### src/core/pcoc_defs.svh
// Purpose: named constants for the program-counter operand corner-case decoder
// Assumes: 20-bit address space, 16-bit instruction words
// Notes:   definitions only
`ifndef PCOC_DEFS_SVH
`define PCOC_DEFS_SVH

`define PCOC_PC_REG      4'h0
`define PCOC_SP_REG      4'h1

`define PCOC_LEN_2       3'h2
`define PCOC_LEN_4       3'h4
`define PCOC_LEN_6       3'h6

`define PCOC_PC_SHORT    20'h00002
`define PCOC_RET_SHORT   20'h00002
`define PCOC_SP_STEP     20'h00004
`define PCOC_ONE         21'h000001

`define PCOC_IDX_MSB     15
`define PCOC_WORD_MSB    15
`define PCOC_ADDR_MSB    19
`define PCOC_CARRY_BIT   20

`define PCOC_FLAG_V      3
`define PCOC_FLAG_N      2
`define PCOC_FLAG_Z      1
`define PCOC_FLAG_C      0

`endif

### src/core/pcoc_pkg.sv
// Purpose: types shared by the decoder and its classifier
// Assumes: nothing beyond the constants header
// Notes:   operation classes are already decoded from the instruction stream
package pcoc_pkg;

    typedef logic [19:0] pcoc_addr_t;
    typedef logic [3:0]  pcoc_reg_t;
    typedef logic [2:0]  pcoc_len_t;
    typedef logic [3:0]  pcoc_flags_t;

    typedef enum logic [3:0] {
        OP_OTHER, OP_NOP, OP_MOVA, OP_ADDRESS_ADD_INSTR, OP_ADDRESS_SUBTRACT_INSTR, OP_ADDRESS_COMPARE_INSTR,
        OP_ADDX, OP_SUBX, OP_CMPX, OP_PUSH, OP_EXTENDED_PUSH_INSTR, OP_ADDRESS_CALL_INSTR,
        OP_JCOND, OP_ROTA, OP_BIT
    } pcoc_op_t;

    typedef enum logic [2:0] {
        MODE_REG, MODE_IDX, MODE_SYM, MODE_ABS, MODE_IND, MODE_INC, MODE_IMM
    } pcoc_mode_t;

endpackage

### src/core/pcoc_dec_if.sv
// Purpose: carries instruction fields to the classifier and its verdicts back
// Assumes: purely combinational traffic
// Notes:   one instance per decoder
`timescale 1ns/1ps
interface pcoc_dec_if;
    import pcoc_pkg::*;
    pcoc_op_t   op;
    pcoc_mode_t src_mode;
    pcoc_reg_t  src_reg;
    pcoc_reg_t  dst_reg;
    pcoc_len_t  len;
    logic       addr_imm_pc;
    logic       mova_pc;
    logic       wide_push_sp_inc;
    logic       address_call_instr_pc;
    logic       address_call_instr_idx;
    logic       address_call_instr_idx_sp;
    logic       push_mem;
    logic       jcond;
    logic       rot_pc;
    logic       bit_ind_pc;

    modport dec (input op, src_mode, src_reg, dst_reg,
                 output len, addr_imm_pc, mova_pc, wide_push_sp_inc, address_call_instr_pc, address_call_instr_idx,
                 address_call_instr_idx_sp, push_mem, jcond, rot_pc, bit_ind_pc);
    modport use_side (output op, src_mode, src_reg, dst_reg,
                      input len, addr_imm_pc, mova_pc, wide_push_sp_inc, address_call_instr_pc, address_call_instr_idx,
                      address_call_instr_idx_sp, push_mem, jcond, rot_pc, bit_ind_pc);
endinterface

### src/core/pcoc_top.sv
// Purpose: executes decoded instructions whose operand is the program counter or stack
//          pointer, either as the silicon does or as the corrected reference
// Assumes: one instruction per accepted in_valid, operand values supplied by the core
// Notes:   deviate high models the silicon, low gives the reference behaviour
`timescale 1ns/1ps
`include "pcoc_defs.svh"
module pcoc_top (
    input  wire logic                 mclk,
    input  wire logic                 reset,
    input  wire logic                 deviate,
    input  wire logic                 in_valid,
    output logic                      in_ready,
    input  wire pcoc_pkg::pcoc_op_t   in_op,
    input  wire pcoc_pkg::pcoc_mode_t in_src_mode,
    input  wire pcoc_pkg::pcoc_reg_t  in_src_reg,
    input  wire pcoc_pkg::pcoc_reg_t  in_dst_reg,
    input  wire pcoc_pkg::pcoc_addr_t in_addr,
    input  wire pcoc_pkg::pcoc_addr_t in_src,
    input  wire pcoc_pkg::pcoc_addr_t in_reg_val,
    input  wire pcoc_pkg::pcoc_addr_t in_sp,
    input  wire logic                 in_jump_taken,
    output logic                      out_valid,
    output pcoc_pkg::pcoc_len_t       out_len,
    output pcoc_pkg::pcoc_addr_t      out_pc_operand,
    output pcoc_pkg::pcoc_addr_t      out_result,
    output logic                      out_wr_dest,
    output pcoc_pkg::pcoc_flags_t     out_flags,
    output pcoc_pkg::pcoc_addr_t      out_sp,
    output pcoc_pkg::pcoc_addr_t      out_push_data,
    output pcoc_pkg::pcoc_addr_t      out_target,
    output logic                      out_deviated,
    output logic                      halted
);
    import pcoc_pkg::*;

    pcoc_dec_if dec_if ();

    pcoc_classify u_classify (
        .d (dec_if)
    );

    assign dec_if.op       = in_op;
    assign dec_if.src_mode = in_src_mode;
    assign dec_if.src_reg  = in_src_reg;
    assign dec_if.dst_reg  = in_dst_reg;

    logic        accept;
    logic        prev_push_mem;
    logic        prev_jump_not_taken;
    logic        halt_now;
    pcoc_addr_t  pc_ref;
    pcoc_addr_t  next_pc_operand;
    pcoc_addr_t  next_result;
    logic        next_wr_dest;
    pcoc_flags_t next_flags;
    pcoc_addr_t  next_sp;
    pcoc_addr_t  next_push_data;
    pcoc_addr_t  next_target;
    logic        next_deviated;
    pcoc_addr_t  op_a;
    pcoc_addr_t  op_b;
    logic [20:0] sum;
    pcoc_addr_t  bit_res;

    // a halted core takes nothing more until reset
    assign in_ready = !halted;
    assign accept   = in_valid && !halted;
    assign halt_now = deviate && prev_jump_not_taken && dec_if.rot_pc;

    always_comb begin
        pc_ref          = in_addr + pcoc_addr_t'(dec_if.len);
        next_pc_operand = pc_ref;
        next_result     = in_reg_val;
        next_wr_dest    = 1'b0;
        next_flags      = '0;
        next_sp         = in_sp;
        next_push_data  = '0;
        next_target     = '0;
        next_deviated   = 1'b0;
        op_a            = '0;
        op_b            = '0;
        sum             = '0;
        bit_res         = '0;
        case (in_op)
            OP_MOVA: begin
                // move never reads the PC as a source, so no short count
                next_result  = in_src;
                next_wr_dest = 1'b1;
            end
            OP_ADDRESS_ADD_INSTR, OP_ADDRESS_SUBTRACT_INSTR, OP_ADDRESS_COMPARE_INSTR, OP_ADDX, OP_SUBX, OP_CMPX: begin
                if (dec_if.addr_imm_pc && deviate) begin
                    next_pc_operand = pc_ref - `PCOC_PC_SHORT;
                    next_deviated   = 1'b1;
                end
                // extended forms take the full length and stay correct
                op_a = (in_dst_reg == `PCOC_PC_REG) ? next_pc_operand : in_reg_val;
                op_b = in_src;
                if ((in_op == OP_ADDRESS_ADD_INSTR) || (in_op == OP_ADDX)) begin
                    sum = {1'b0, op_a} + {1'b0, op_b};
                    next_flags[`PCOC_FLAG_V] = (op_a[`PCOC_ADDR_MSB] == op_b[`PCOC_ADDR_MSB]) &&
                                               (sum[`PCOC_ADDR_MSB] != op_a[`PCOC_ADDR_MSB]);
                end else begin
                    sum = {1'b0, op_a} + {1'b0, ~op_b} + `PCOC_ONE;
                    next_flags[`PCOC_FLAG_V] = (op_a[`PCOC_ADDR_MSB] != op_b[`PCOC_ADDR_MSB]) &&
                                               (sum[`PCOC_ADDR_MSB] != op_a[`PCOC_ADDR_MSB]);
                end
                next_result              = sum[`PCOC_ADDR_MSB:0];
                next_wr_dest             = (in_op != OP_ADDRESS_COMPARE_INSTR) && (in_op != OP_CMPX);
                next_flags[`PCOC_FLAG_N] = sum[`PCOC_ADDR_MSB];
                next_flags[`PCOC_FLAG_Z] = (sum[`PCOC_ADDR_MSB:0] == '0);
                next_flags[`PCOC_FLAG_C] = sum[`PCOC_CARRY_BIT];
            end
            OP_PUSH, OP_EXTENDED_PUSH_INSTR: begin
                next_push_data = in_src;
                if (dec_if.wide_push_sp_inc && deviate) begin
                    next_sp       = in_src;
                    next_deviated = 1'b1;
                end else begin
                    next_sp = in_sp - `PCOC_SP_STEP;
                end
            end
            OP_ADDRESS_CALL_INSTR: begin
                next_sp        = in_sp - `PCOC_SP_STEP;
                next_push_data = pc_ref;
                if (dec_if.address_call_instr_pc) begin
                    next_target = pc_ref;
                    if (deviate) begin
                        next_push_data = pc_ref - `PCOC_RET_SHORT;
                        next_deviated  = 1'b1;
                    end
                end else if (dec_if.address_call_instr_idx) begin
                    // only the SP base after a memory-mode push loses the sign
                    if (deviate && dec_if.address_call_instr_idx_sp && prev_push_mem) begin
                        next_target   = in_reg_val + pcoc_addr_t'(in_src[`PCOC_IDX_MSB:0]);
                        next_deviated = in_src[`PCOC_IDX_MSB];
                    end else begin
                        next_target = in_reg_val + pcoc_addr_t'($signed(in_src[`PCOC_IDX_MSB:0]));
                    end
                end else begin
                    next_target = in_src;
                end
            end
            OP_ROTA: begin
                op_a         = (in_dst_reg == `PCOC_PC_REG) ? pc_ref : in_reg_val;
                next_result  = {op_a[`PCOC_ADDR_MSB], op_a[`PCOC_ADDR_MSB:1]};
                next_wr_dest = 1'b1;
                next_flags[`PCOC_FLAG_C] = op_a[0];
            end
            OP_BIT: begin
                op_a = (in_dst_reg == `PCOC_PC_REG) ? pc_ref : in_reg_val;
                if (dec_if.bit_ind_pc && deviate) begin
                    op_a          = in_addr;
                    next_deviated = 1'b1;
                end
                next_pc_operand = op_a;
                bit_res         = op_a & in_src;
                next_result     = bit_res;
                next_flags[`PCOC_FLAG_N] = bit_res[`PCOC_WORD_MSB];
                next_flags[`PCOC_FLAG_Z] = (bit_res[`PCOC_WORD_MSB:0] == '0);
                next_flags[`PCOC_FLAG_C] = (bit_res[`PCOC_WORD_MSB:0] != '0);
            end
            default: begin
                next_result = in_reg_val;
            end
        endcase
    end

    // pairing history: only the instruction just before counts, a no-op clears it
    always_ff @(posedge mclk) begin
        if (reset) begin
            prev_push_mem       <= 1'b0;
            prev_jump_not_taken <= 1'b0;
        end else if (accept) begin
            prev_push_mem       <= dec_if.push_mem;
            prev_jump_not_taken <= dec_if.jcond && !in_jump_taken;
        end
    end

    always_ff @(posedge mclk) begin
        if (reset) begin
            halted <= 1'b0;
        end else if (accept && halt_now) begin
            halted <= 1'b1;
        end
    end

    always_ff @(posedge mclk) begin
        if (reset) begin
            out_valid <= 1'b0;
        end else begin
            out_valid <= accept && !halt_now;
        end
    end

    always_ff @(posedge mclk) begin
        if (reset) begin
            out_len        <= '0;
            out_pc_operand <= '0;
            out_result     <= '0;
            out_wr_dest    <= 1'b0;
            out_flags      <= '0;
            out_sp         <= '0;
            out_push_data  <= '0;
            out_target     <= '0;
            out_deviated   <= 1'b0;
        end else if (accept && !halt_now) begin
            out_len        <= dec_if.len;
            out_pc_operand <= next_pc_operand;
            out_result     <= next_result;
            out_wr_dest    <= next_wr_dest;
            out_flags      <= next_flags;
            out_sp         <= next_sp;
            out_push_data  <= next_push_data;
            out_target     <= next_target;
            out_deviated   <= next_deviated;
        end
    end

endmodule

### src/core/pcoc_classify.sv
// Purpose: opcode length and corner-case classification of one instruction
// Assumes: fields stable while sampled by the decoder
// Notes:   purely combinational
`timescale 1ns/1ps
`include "pcoc_defs.svh"
module pcoc_classify (
    pcoc_dec_if.dec d
);
    import pcoc_pkg::*;

    logic ext_word;
    logic mem_mode;

    always_comb begin
        ext_word = (d.src_mode == MODE_IDX) || (d.src_mode == MODE_SYM) ||
                   (d.src_mode == MODE_ABS) || (d.src_mode == MODE_IMM);
        mem_mode = (d.src_mode == MODE_IDX) || (d.src_mode == MODE_SYM) ||
                   (d.src_mode == MODE_ABS) || (d.src_mode == MODE_IND) ||
                   (d.src_mode == MODE_INC);
        case (d.op)
            OP_MOVA, OP_ADDRESS_ADD_INSTR, OP_ADDRESS_SUBTRACT_INSTR, OP_ADDRESS_COMPARE_INSTR: d.len = (d.src_mode == MODE_IMM) ? `PCOC_LEN_4 : `PCOC_LEN_2;
            OP_ADDX, OP_SUBX, OP_CMPX:          d.len = ext_word ? `PCOC_LEN_6 : `PCOC_LEN_4;
            OP_PUSH, OP_ADDRESS_CALL_INSTR:                  d.len = ext_word ? `PCOC_LEN_4 : `PCOC_LEN_2;
            OP_EXTENDED_PUSH_INSTR:                           d.len = ext_word ? `PCOC_LEN_6 : `PCOC_LEN_4;
            default:                            d.len = `PCOC_LEN_2;
        endcase
        d.addr_imm_pc      = ((d.op == OP_ADDRESS_ADD_INSTR) || (d.op == OP_ADDRESS_SUBTRACT_INSTR) || (d.op == OP_ADDRESS_COMPARE_INSTR)) &&
                             (d.src_mode == MODE_IMM) && (d.dst_reg == `PCOC_PC_REG);
        d.mova_pc          = (d.op == OP_MOVA) && (d.dst_reg == `PCOC_PC_REG);
        d.wide_push_sp_inc = (d.op == OP_EXTENDED_PUSH_INSTR) && (d.src_mode == MODE_INC) &&
                             (d.src_reg == `PCOC_SP_REG);
        d.address_call_instr_pc         = (d.op == OP_ADDRESS_CALL_INSTR) && (d.src_mode == MODE_REG) &&
                             (d.src_reg == `PCOC_PC_REG);
        d.address_call_instr_idx        = (d.op == OP_ADDRESS_CALL_INSTR) && (d.src_mode == MODE_IDX);
        d.address_call_instr_idx_sp     = d.address_call_instr_idx && (d.src_reg == `PCOC_SP_REG);
        d.push_mem         = ((d.op == OP_PUSH) || (d.op == OP_EXTENDED_PUSH_INSTR)) && mem_mode;
        d.jcond            = (d.op == OP_JCOND);
        d.rot_pc           = (d.op == OP_ROTA) && (d.dst_reg == `PCOC_PC_REG);
        d.bit_ind_pc       = (d.op == OP_BIT) && (d.src_mode == MODE_IND) &&
                             (d.dst_reg == `PCOC_PC_REG);
    end

endmodule

### config.mk
export PLATFORM = sky130hd
export DESIGN_NAME = pcoc_top
export DESIGN_NICKNAME = d
export VERILOG_FILES = /design/src/core/pcoc_pkg.sv /design/src/core/pcoc_dec_if.sv /design/src/core/pcoc_top.sv /design/src/core/pcoc_classify.sv
export VERILOG_INCLUDE_DIRS = /design/src /design/src/core
export SDC_FILE = /design/constraint.sdc
export NUM_CORES = 1
export LEC_CHECK = 0
export ABC_CLOCK_PERIOD_IN_PS = 19400
export BUFFER_PORTS_ARGS = -buffer_cell sky130_fd_sc_hd__clkbuf_2
export CAP_MARGIN = 20
export CORE_UTILIZATION = 50
export CTS_CLUSTER_DIAMETER = 80
export DETAILED_ROUTE_END_ITERATION = 7
export PLACE_DENSITY = 0.69
export SYNTH_ARGS = -nofsm -noshare
export SYNTH_HDL_FRONTEND = slang
export SYNTH_SLANG_ARGS = --single-unit
### constraint.sdc
create_clock -name mclk -period 19.4 [get_ports mclk]
set_input_delay 5.82 -clock mclk [delete_from_list [all_inputs] [get_ports mclk]]
set_output_delay 5.82 -clock mclk [all_outputs]
set_load 0.01 [all_outputs]
==> results of run 1 <==
==> area by class of cell <==
cell class                 instances  area [um^2]  area share
sequential                       112         2242      0.1736
clock inverter                     5        63.81    0.004941
clock buffer                      11        242.7     0.01879
inverter                          56        210.2     0.01628
multi-input combinational       1292         8534      0.6608
antenna                            1        2.502   0.0001938
tap                              280        350.3     0.02713
timing repair buffer             239         1269     0.09824
==> stage by stage <==
step,hold slack [ns],total power [uW]
global route,0.4771,784.8
CTS,0.4581,745.8
global placement,0.4400,538.2
finish,0.4478,753.1
floorplan,0.4625,442.7
detailed placement,0.4472,539.2
==> power by group through the flow <==
stage / combinational, uW / clock [uW] / sequential, uW
after floorplan: 181 / 0 / 261
after global placement: 282 / 0 / 256
after detailed placement: 283 / 0 / 256
after CTS: 285 / 210 / 251
after global routing: 314 / 218 / 253
final: 293 / 209 / 251
==> layer usage <==
metal / global-route usage / up-vias / part of all wire / wire length (um)
li1: - / 6142 / - / -
met1: 0.5314 / 6264 / 0.41 / 19840
met2: 0.6341 / 834 / 0.44 / 21190
met3: 0.07854 / 171 / 0.10 / 5061
met4: 0.1852 / 2 / 0.049 / 2367
met5: 0 / - / 0.00025 / 12
==> worst reg2reg max path, delay by kind of cell (launching register included) <==
kind	cells	cell delay, ns
flops	1	0.33
buf+inv	2	0.32
compound gates	2	0.46
simple gates	4	1.89
==> registers in the layout, indices dropped and copies added (netlist names), 2 cells and up <==
signal          cells
out_result         20
out_len             2
out_sp             20
out_push_data      20
out_flags           4
out_target         20
out_pc_operand     20
==> cell usage in the layout, fill, tap and decap left out, types with 55 or more instances in the layout <==
cell type and instances:
inv_1 55, ha_1 66, xnor2_1 55, nor2_1 149, clkbuf_2 210, a21oi_1 104
o21ai_0 116, dfxtp_1 112, nand2_1 160, nor3_1 77
==> worst paths after layout <==
path	end	slack [ns]	depth (start not counted)
worst max-delay path	out_result[19]$_SDFFE_PP0P_	7.11	28
worst min-delay path	out_flags[3]$_SDFFE_PP0P_	0.45	2
worst max register to register	out_target[9]$_SDFFE_PP0P_	16.33	8
worst min register to register	out_flags[3]$_SDFFE_PP0P_	0.45	2
==> cell families after synthesis <==
logic type	Yosys count	share of synthesized area
AOI/OAI and AO/OA	510	0.3031
xor gates and xnor gates	92	0.07306
adders and majority gates	70	0.07919
buffers and inverters	168	0.06005
DFF	112	0.1960
muxes	30	0.02712
other	1	0.0003278
and+or+nand+nor	589	0.2612
==> impl_metrics.json, run 1 <==
{
  "status": "completed",
  "gp_congestion": 0.9928,
  "ctsHoldBuffers": 0,
  "cts.sinks": 112,
  "ios": 212,
  "hold_path.class": "flip-flop to flip-flop",
  "synth.avg_cell_area_um2": 7.277,
  "ys_ff_latch": 112,
  "finalInstanceArea_um2": 12910,
  "ant_nets": 0,
  "die_y_um": 153.3,
  "relSlewSlack": 0.3210,
  "cp_data_arrival_time_ns": 12.57,
  "synthTopCellsByArea": "dfxtp_1, ha_1, nand2_1, o21ai_0, nor2_1",
  "end_kind": "flip-flop",
  "synth_nets": 1742,
  "maxCapViolations": 0,
  "area_delta_synth_final_pct": 12.90,
  "cp-startpoint": "in_src_mode[0]",
  "clockBufferDepth": 2,
  "p_comb_frac": 0.389,
  "finalSetupViolCount": 0,
  "ctsHtreeMaxLevel": 3,
  "async_flop_share": 0,
  "fin_util": 0.5828,
  "clk_pin_slew_ns": 0.09,
  "syn_inst": 1572,
  "drive_gt1_frac": 0.1813,
  "r2r-start": "halted$_SDFFE_PP0P_",
  "final.min_clock_period_ns": 12.29,
  "grt_max_degree": 70,
  "p_int_uw": 454.1,
  "worstPathMaxFanout": 13,
  "drtPass1Iterations": 6,
  "final.setup.worst_slack_ns": 7.107,
  "rows": 54,
  "crit_top_cell": "o21ai_0",
  "pwr-share-seq": 0.333,
  "drc": 0,
  "nets": 1880,
  "drt-total-wl_mm": 48.47,
  "antenna_found_initial": 1,
  "portBuffers": 210,
  "die_x_um": 153.3,
  "fin_crit_sh": 0.6337,
  "via_per_inst": 6.720,
  "swShare": 0.3970,
  "core_um2": 22160,
  "p_leak_uw": 0.005434,
  "dieArea_um2": 23490,
  "gr-usage-all-layers": 0.4034,
  "post_cts_resized": 0,
  "worstMarginPinSlew_ns": 1.015,
  "slowest_stage": "fa_1",
  "initial_core_util": 0.5162,
  "hold_path_startpoint": "out_flags[3]$_SDFFE_PP0P_",
  "yosysTopAreaCellShare": 0.1960,
  "rsz0062_at_grt": "false",
  "vias": 13410,
  "skew_ns": 0.01002,
  "cts_tree": "built",
  "post_cts_buffers": 0,
  "yosysMostFrequentCell": "nand2_1",
  "wl_per_cell_um": 24.28,
  "grt_pass1_wl_mm": 72.57,
  "drtIter0Drc": 1632,
  "grt_pass1_vias": 12100,
  "critPathBufInv": 2,
  "fin_setup_tns_ns": 0,
  "slowest_delay_ns": 0.53,
  "place_ws_ns": 7.022,
  "hpwl_mm": 37.06,
  "yosysTopAreaCell": "dfxtp_1",
  "p_sw_uw": 299.0,
  "path_class": "input pin to flip-flop",
  "cts-root-buf": "clkbuf_16",
  "ys_seq_area_frac": 0.1960,
  "fmax_mhz": 81.35,
  "power_density_nw_per_um2": 58.31,
  "crit_family": "compound AO/OA/AOI/OAI gates",
  "grt-ovfl-total": 0,
  "syn_area_um2": 11440,
  "place_area_um2": 12610,
  "ys_warn_count": 0,
  "drv_slew": 0,
  "fin_cells": 1996,
  "synthFlopType": "dfxtp_1",
  "synth_edf_count": 0,
  "clk_latency_ns": 0.37,
  "startpoint_type": "input pin",
  "numCtsBuffers": 9,
  "dp.cells": 1979,
  "ys_top_cells_by_count": "nand2_1, nor2_1, o21ai_0",
  "fillers": 2220,
  "power_frac_clock": 0.278,
  "worstPathRequired_ns": 19.67,
  "yosys.cell_types.count": 103,
  "hold_viol_final": 0,
  "ir_worst_vdd_mv": 0.03455
}
Power figures use the tool's default switching activity.
==> inputs of run 2 (changes only) <==
--- a/config.mk
+++ b/config.mk
@@ -6,7 +6,7 @@
 export SDC_FILE = /design/constraint.sdc
 export NUM_CORES = 1
 export LEC_CHECK = 0
-export ABC_CLOCK_PERIOD_IN_PS = 19400
+export ABC_CLOCK_PERIOD_IN_PS = 12790
 export BUFFER_PORTS_ARGS = -buffer_cell sky130_fd_sc_hd__clkbuf_2
 export CAP_MARGIN = 20
 export CORE_UTILIZATION = 50
==> constraint.sdc (replaced) <==
create_clock -name mclk -period 12.79 [get_ports mclk]
set_input_delay 3.837 -clock mclk [delete_from_list [all_inputs] [get_ports mclk]]
set_output_delay 3.837 -clock mclk [all_outputs]
set_load 0.01 [all_outputs]
==> impl_metrics.json, run 2 (synthesized netlist as in run 1, its figures left out) <==
{
  "clk_latency_ns": 0.38,
  "mostFrequentLayoutCells": "clkbuf_2, nand2_1, nor2_1",
  "skew_ns": 0.01079,
  "relSlewSlack": 0.3285,
  "drtIter0Drc": 1554,
  "post_cts_buffers": 0,
  "drc": 0,
  "power_density_nw_per_um2": 87.67,
  "crit_top_cell": "o21ai_0",
  "seqCellArea_um2": 2242,
  "hpwl_mm": 36.94,
  "use_met3": 0.06294,
  "gp_congestion": 0.9980,
  "ctsHtreeMaxLevel": 3,
  "clockBufferDepth": 2,
  "wl_per_cell_um": 24.25,
  "drv_slew": 0,
  "rsz0062_at_grt": "false",
  "grt_max_degree": 66,
  "hold_path.class": "flip-flop to flip-flop",
  "ant_nets": 0,
  "end_kind": "flip-flop",
  "worstPathMaxFanout": 13,
  "fmax_mhz": 95.40,
  "numCtsBuffers": 9,
  "multiInputGateArea_um2": 8534,
  "top_usage_layer": "met2",
  "cts_tree": "built",
  "cts-root-buf": "clkbuf_16",
  "nets": 1882,
  "finalInstanceArea_um2": 12910,
  "cp_data_arrival_time_ns": 10.76,
  "post_cts_resized": 0,
  "rows": 54,
  "drive_gt1_frac": 0.1823,
  "fin_setup_tns_ns": 0,
  "slowest_delay_ns": 0.60,
  "clk_pin_slew_ns": 0.09,
  "fillers": 2216,
  "rr_worst_depth": 8,
  "diodes": 0,
  "grt_use_met1": 0.5502,
  "place_area_um2": 12620,
  "gr-usage-met2": 0.6232,
  "path_class": "input pin to flip-flop",
  "hold_path_depth": 2,
  "dieArea_um2": 23490,
  "initial_core_util": 0.5162,
  "drt-total-wl_mm": 48.42,
  "die_y_um": 153.3,
  "final.min_clock_period_ns": 10.48,
  "core_um2": 22160,
  "mostFrequentLayoutCell": "clkbuf_2",
  "antenna_found_initial": 0,
  "worstPathRequired_ns": 13.07,
  "fin_crit_sh": 0.8195,
  "portBuffers": 210,
  "worstMarginPinSlew_ns": 1.004,
  "finalSetupViolCount": 0,
  "area_delta_synth_final_pct": 12.86,
  "via_per_inst": 6.683,
  "hold_viol_final": 0,
  "drtPass1Iterations": 8,
  "die_x_um": 153.3,
  "ios": 212,
  "grt-ovfl-total": 0,
  "slowest_stage": "or4b_2",
  "p_leak_uw": 0.005435,
  "ir_worst_vdd_mv": 0.07160,
  "maxCapViolations": 0,
  "ctsHoldBuffers": 0,
  "cts.sinks": 112,
  "gr-usage-all-layers": 0.4070,
  "grt_pass1_wl_mm": 73.26,
  "vias": 13350,
  "status": "completed",
  "grt_pass1_vias": 12240,
  "startpoint_type": "input pin"
}
-- run 2: cell types whose count changed in the layout (fill, tap and decap cells not counted) --
cell and delta:
buf_4 +2, bufinv_16 -1, clkbuf_8 -1, clkinv_8 +1, diode_2 -1, inv_8 +1
-- run 2: metrics by stage --
step	hold WS, ns	setup slack (ns)	total power (uW)	instances	utilization
after floorplan	0.4625	3.656	671.5	1572	-
after global placement	0.4228	2.446	817.2	1981	0.5695
after detailed placement	0.4329	2.223	819.1	1981	0.5695
after CTS	0.4467	2.593	1119	1997	0.5826
after global routing	0.4804	1.894	1179	1997	0.5826
final	0.4446	2.308	1132	1997	0.5826
-- run 2: area by class of cell --
type	count	area share
Tap cell	280	0.02713
Clock buffer	10	0.01773
Clock inverter	6	0.004749
Multi-Input combinational cell	1292	0.6610
Inverter	56	0.01628
Timing Repair Buffer	241	0.09943
Sequential cell	112	0.1737
-- run 2: worst paths after layout --
| kind | end | startpoint | slack [ns] |
|---|---|---|---|
| worst max register to register | out_result[17]$_SDFFE_PP0P_ | halted$_SDFFE_PP0P_ | 9.63 |
| worst min-delay path | out_flags[3]$_SDFFE_PP0P_ | out_flags[3]$_SDFFE_PP0P_ | 0.44 |
| worst min register to register | out_flags[3]$_SDFFE_PP0P_ | out_flags[3]$_SDFFE_PP0P_ | 0.44 |
| worst max-delay path | out_result[17]$_SDFFE_PP0P_ | in_src_mode[0] | 2.31 |
-- run 2: critical path, delay by kind of cell --
kind,cells,cell delay (ns)
AO/OA/AOI/OAI,10,2.10
XOR/XNOR,4,1.02
adder cells (fa/ha/maj),3,1.45
buffers and inverters,2,0.25
AND/OR/NAND/NOR,8,2.11
-- run 2: report_power, final --
group          switching [uW]  internal [uW]
combinational             284            160
clock                     169            138
sequential               11.6            369
total                     464            668
-- run 2: per-layer routing --
metal,wire length (um),part of all wire
met5,0,0
met4,2645,0.055
met3,4989,0.10
met2,20670,0.43
met1,20120,0.42
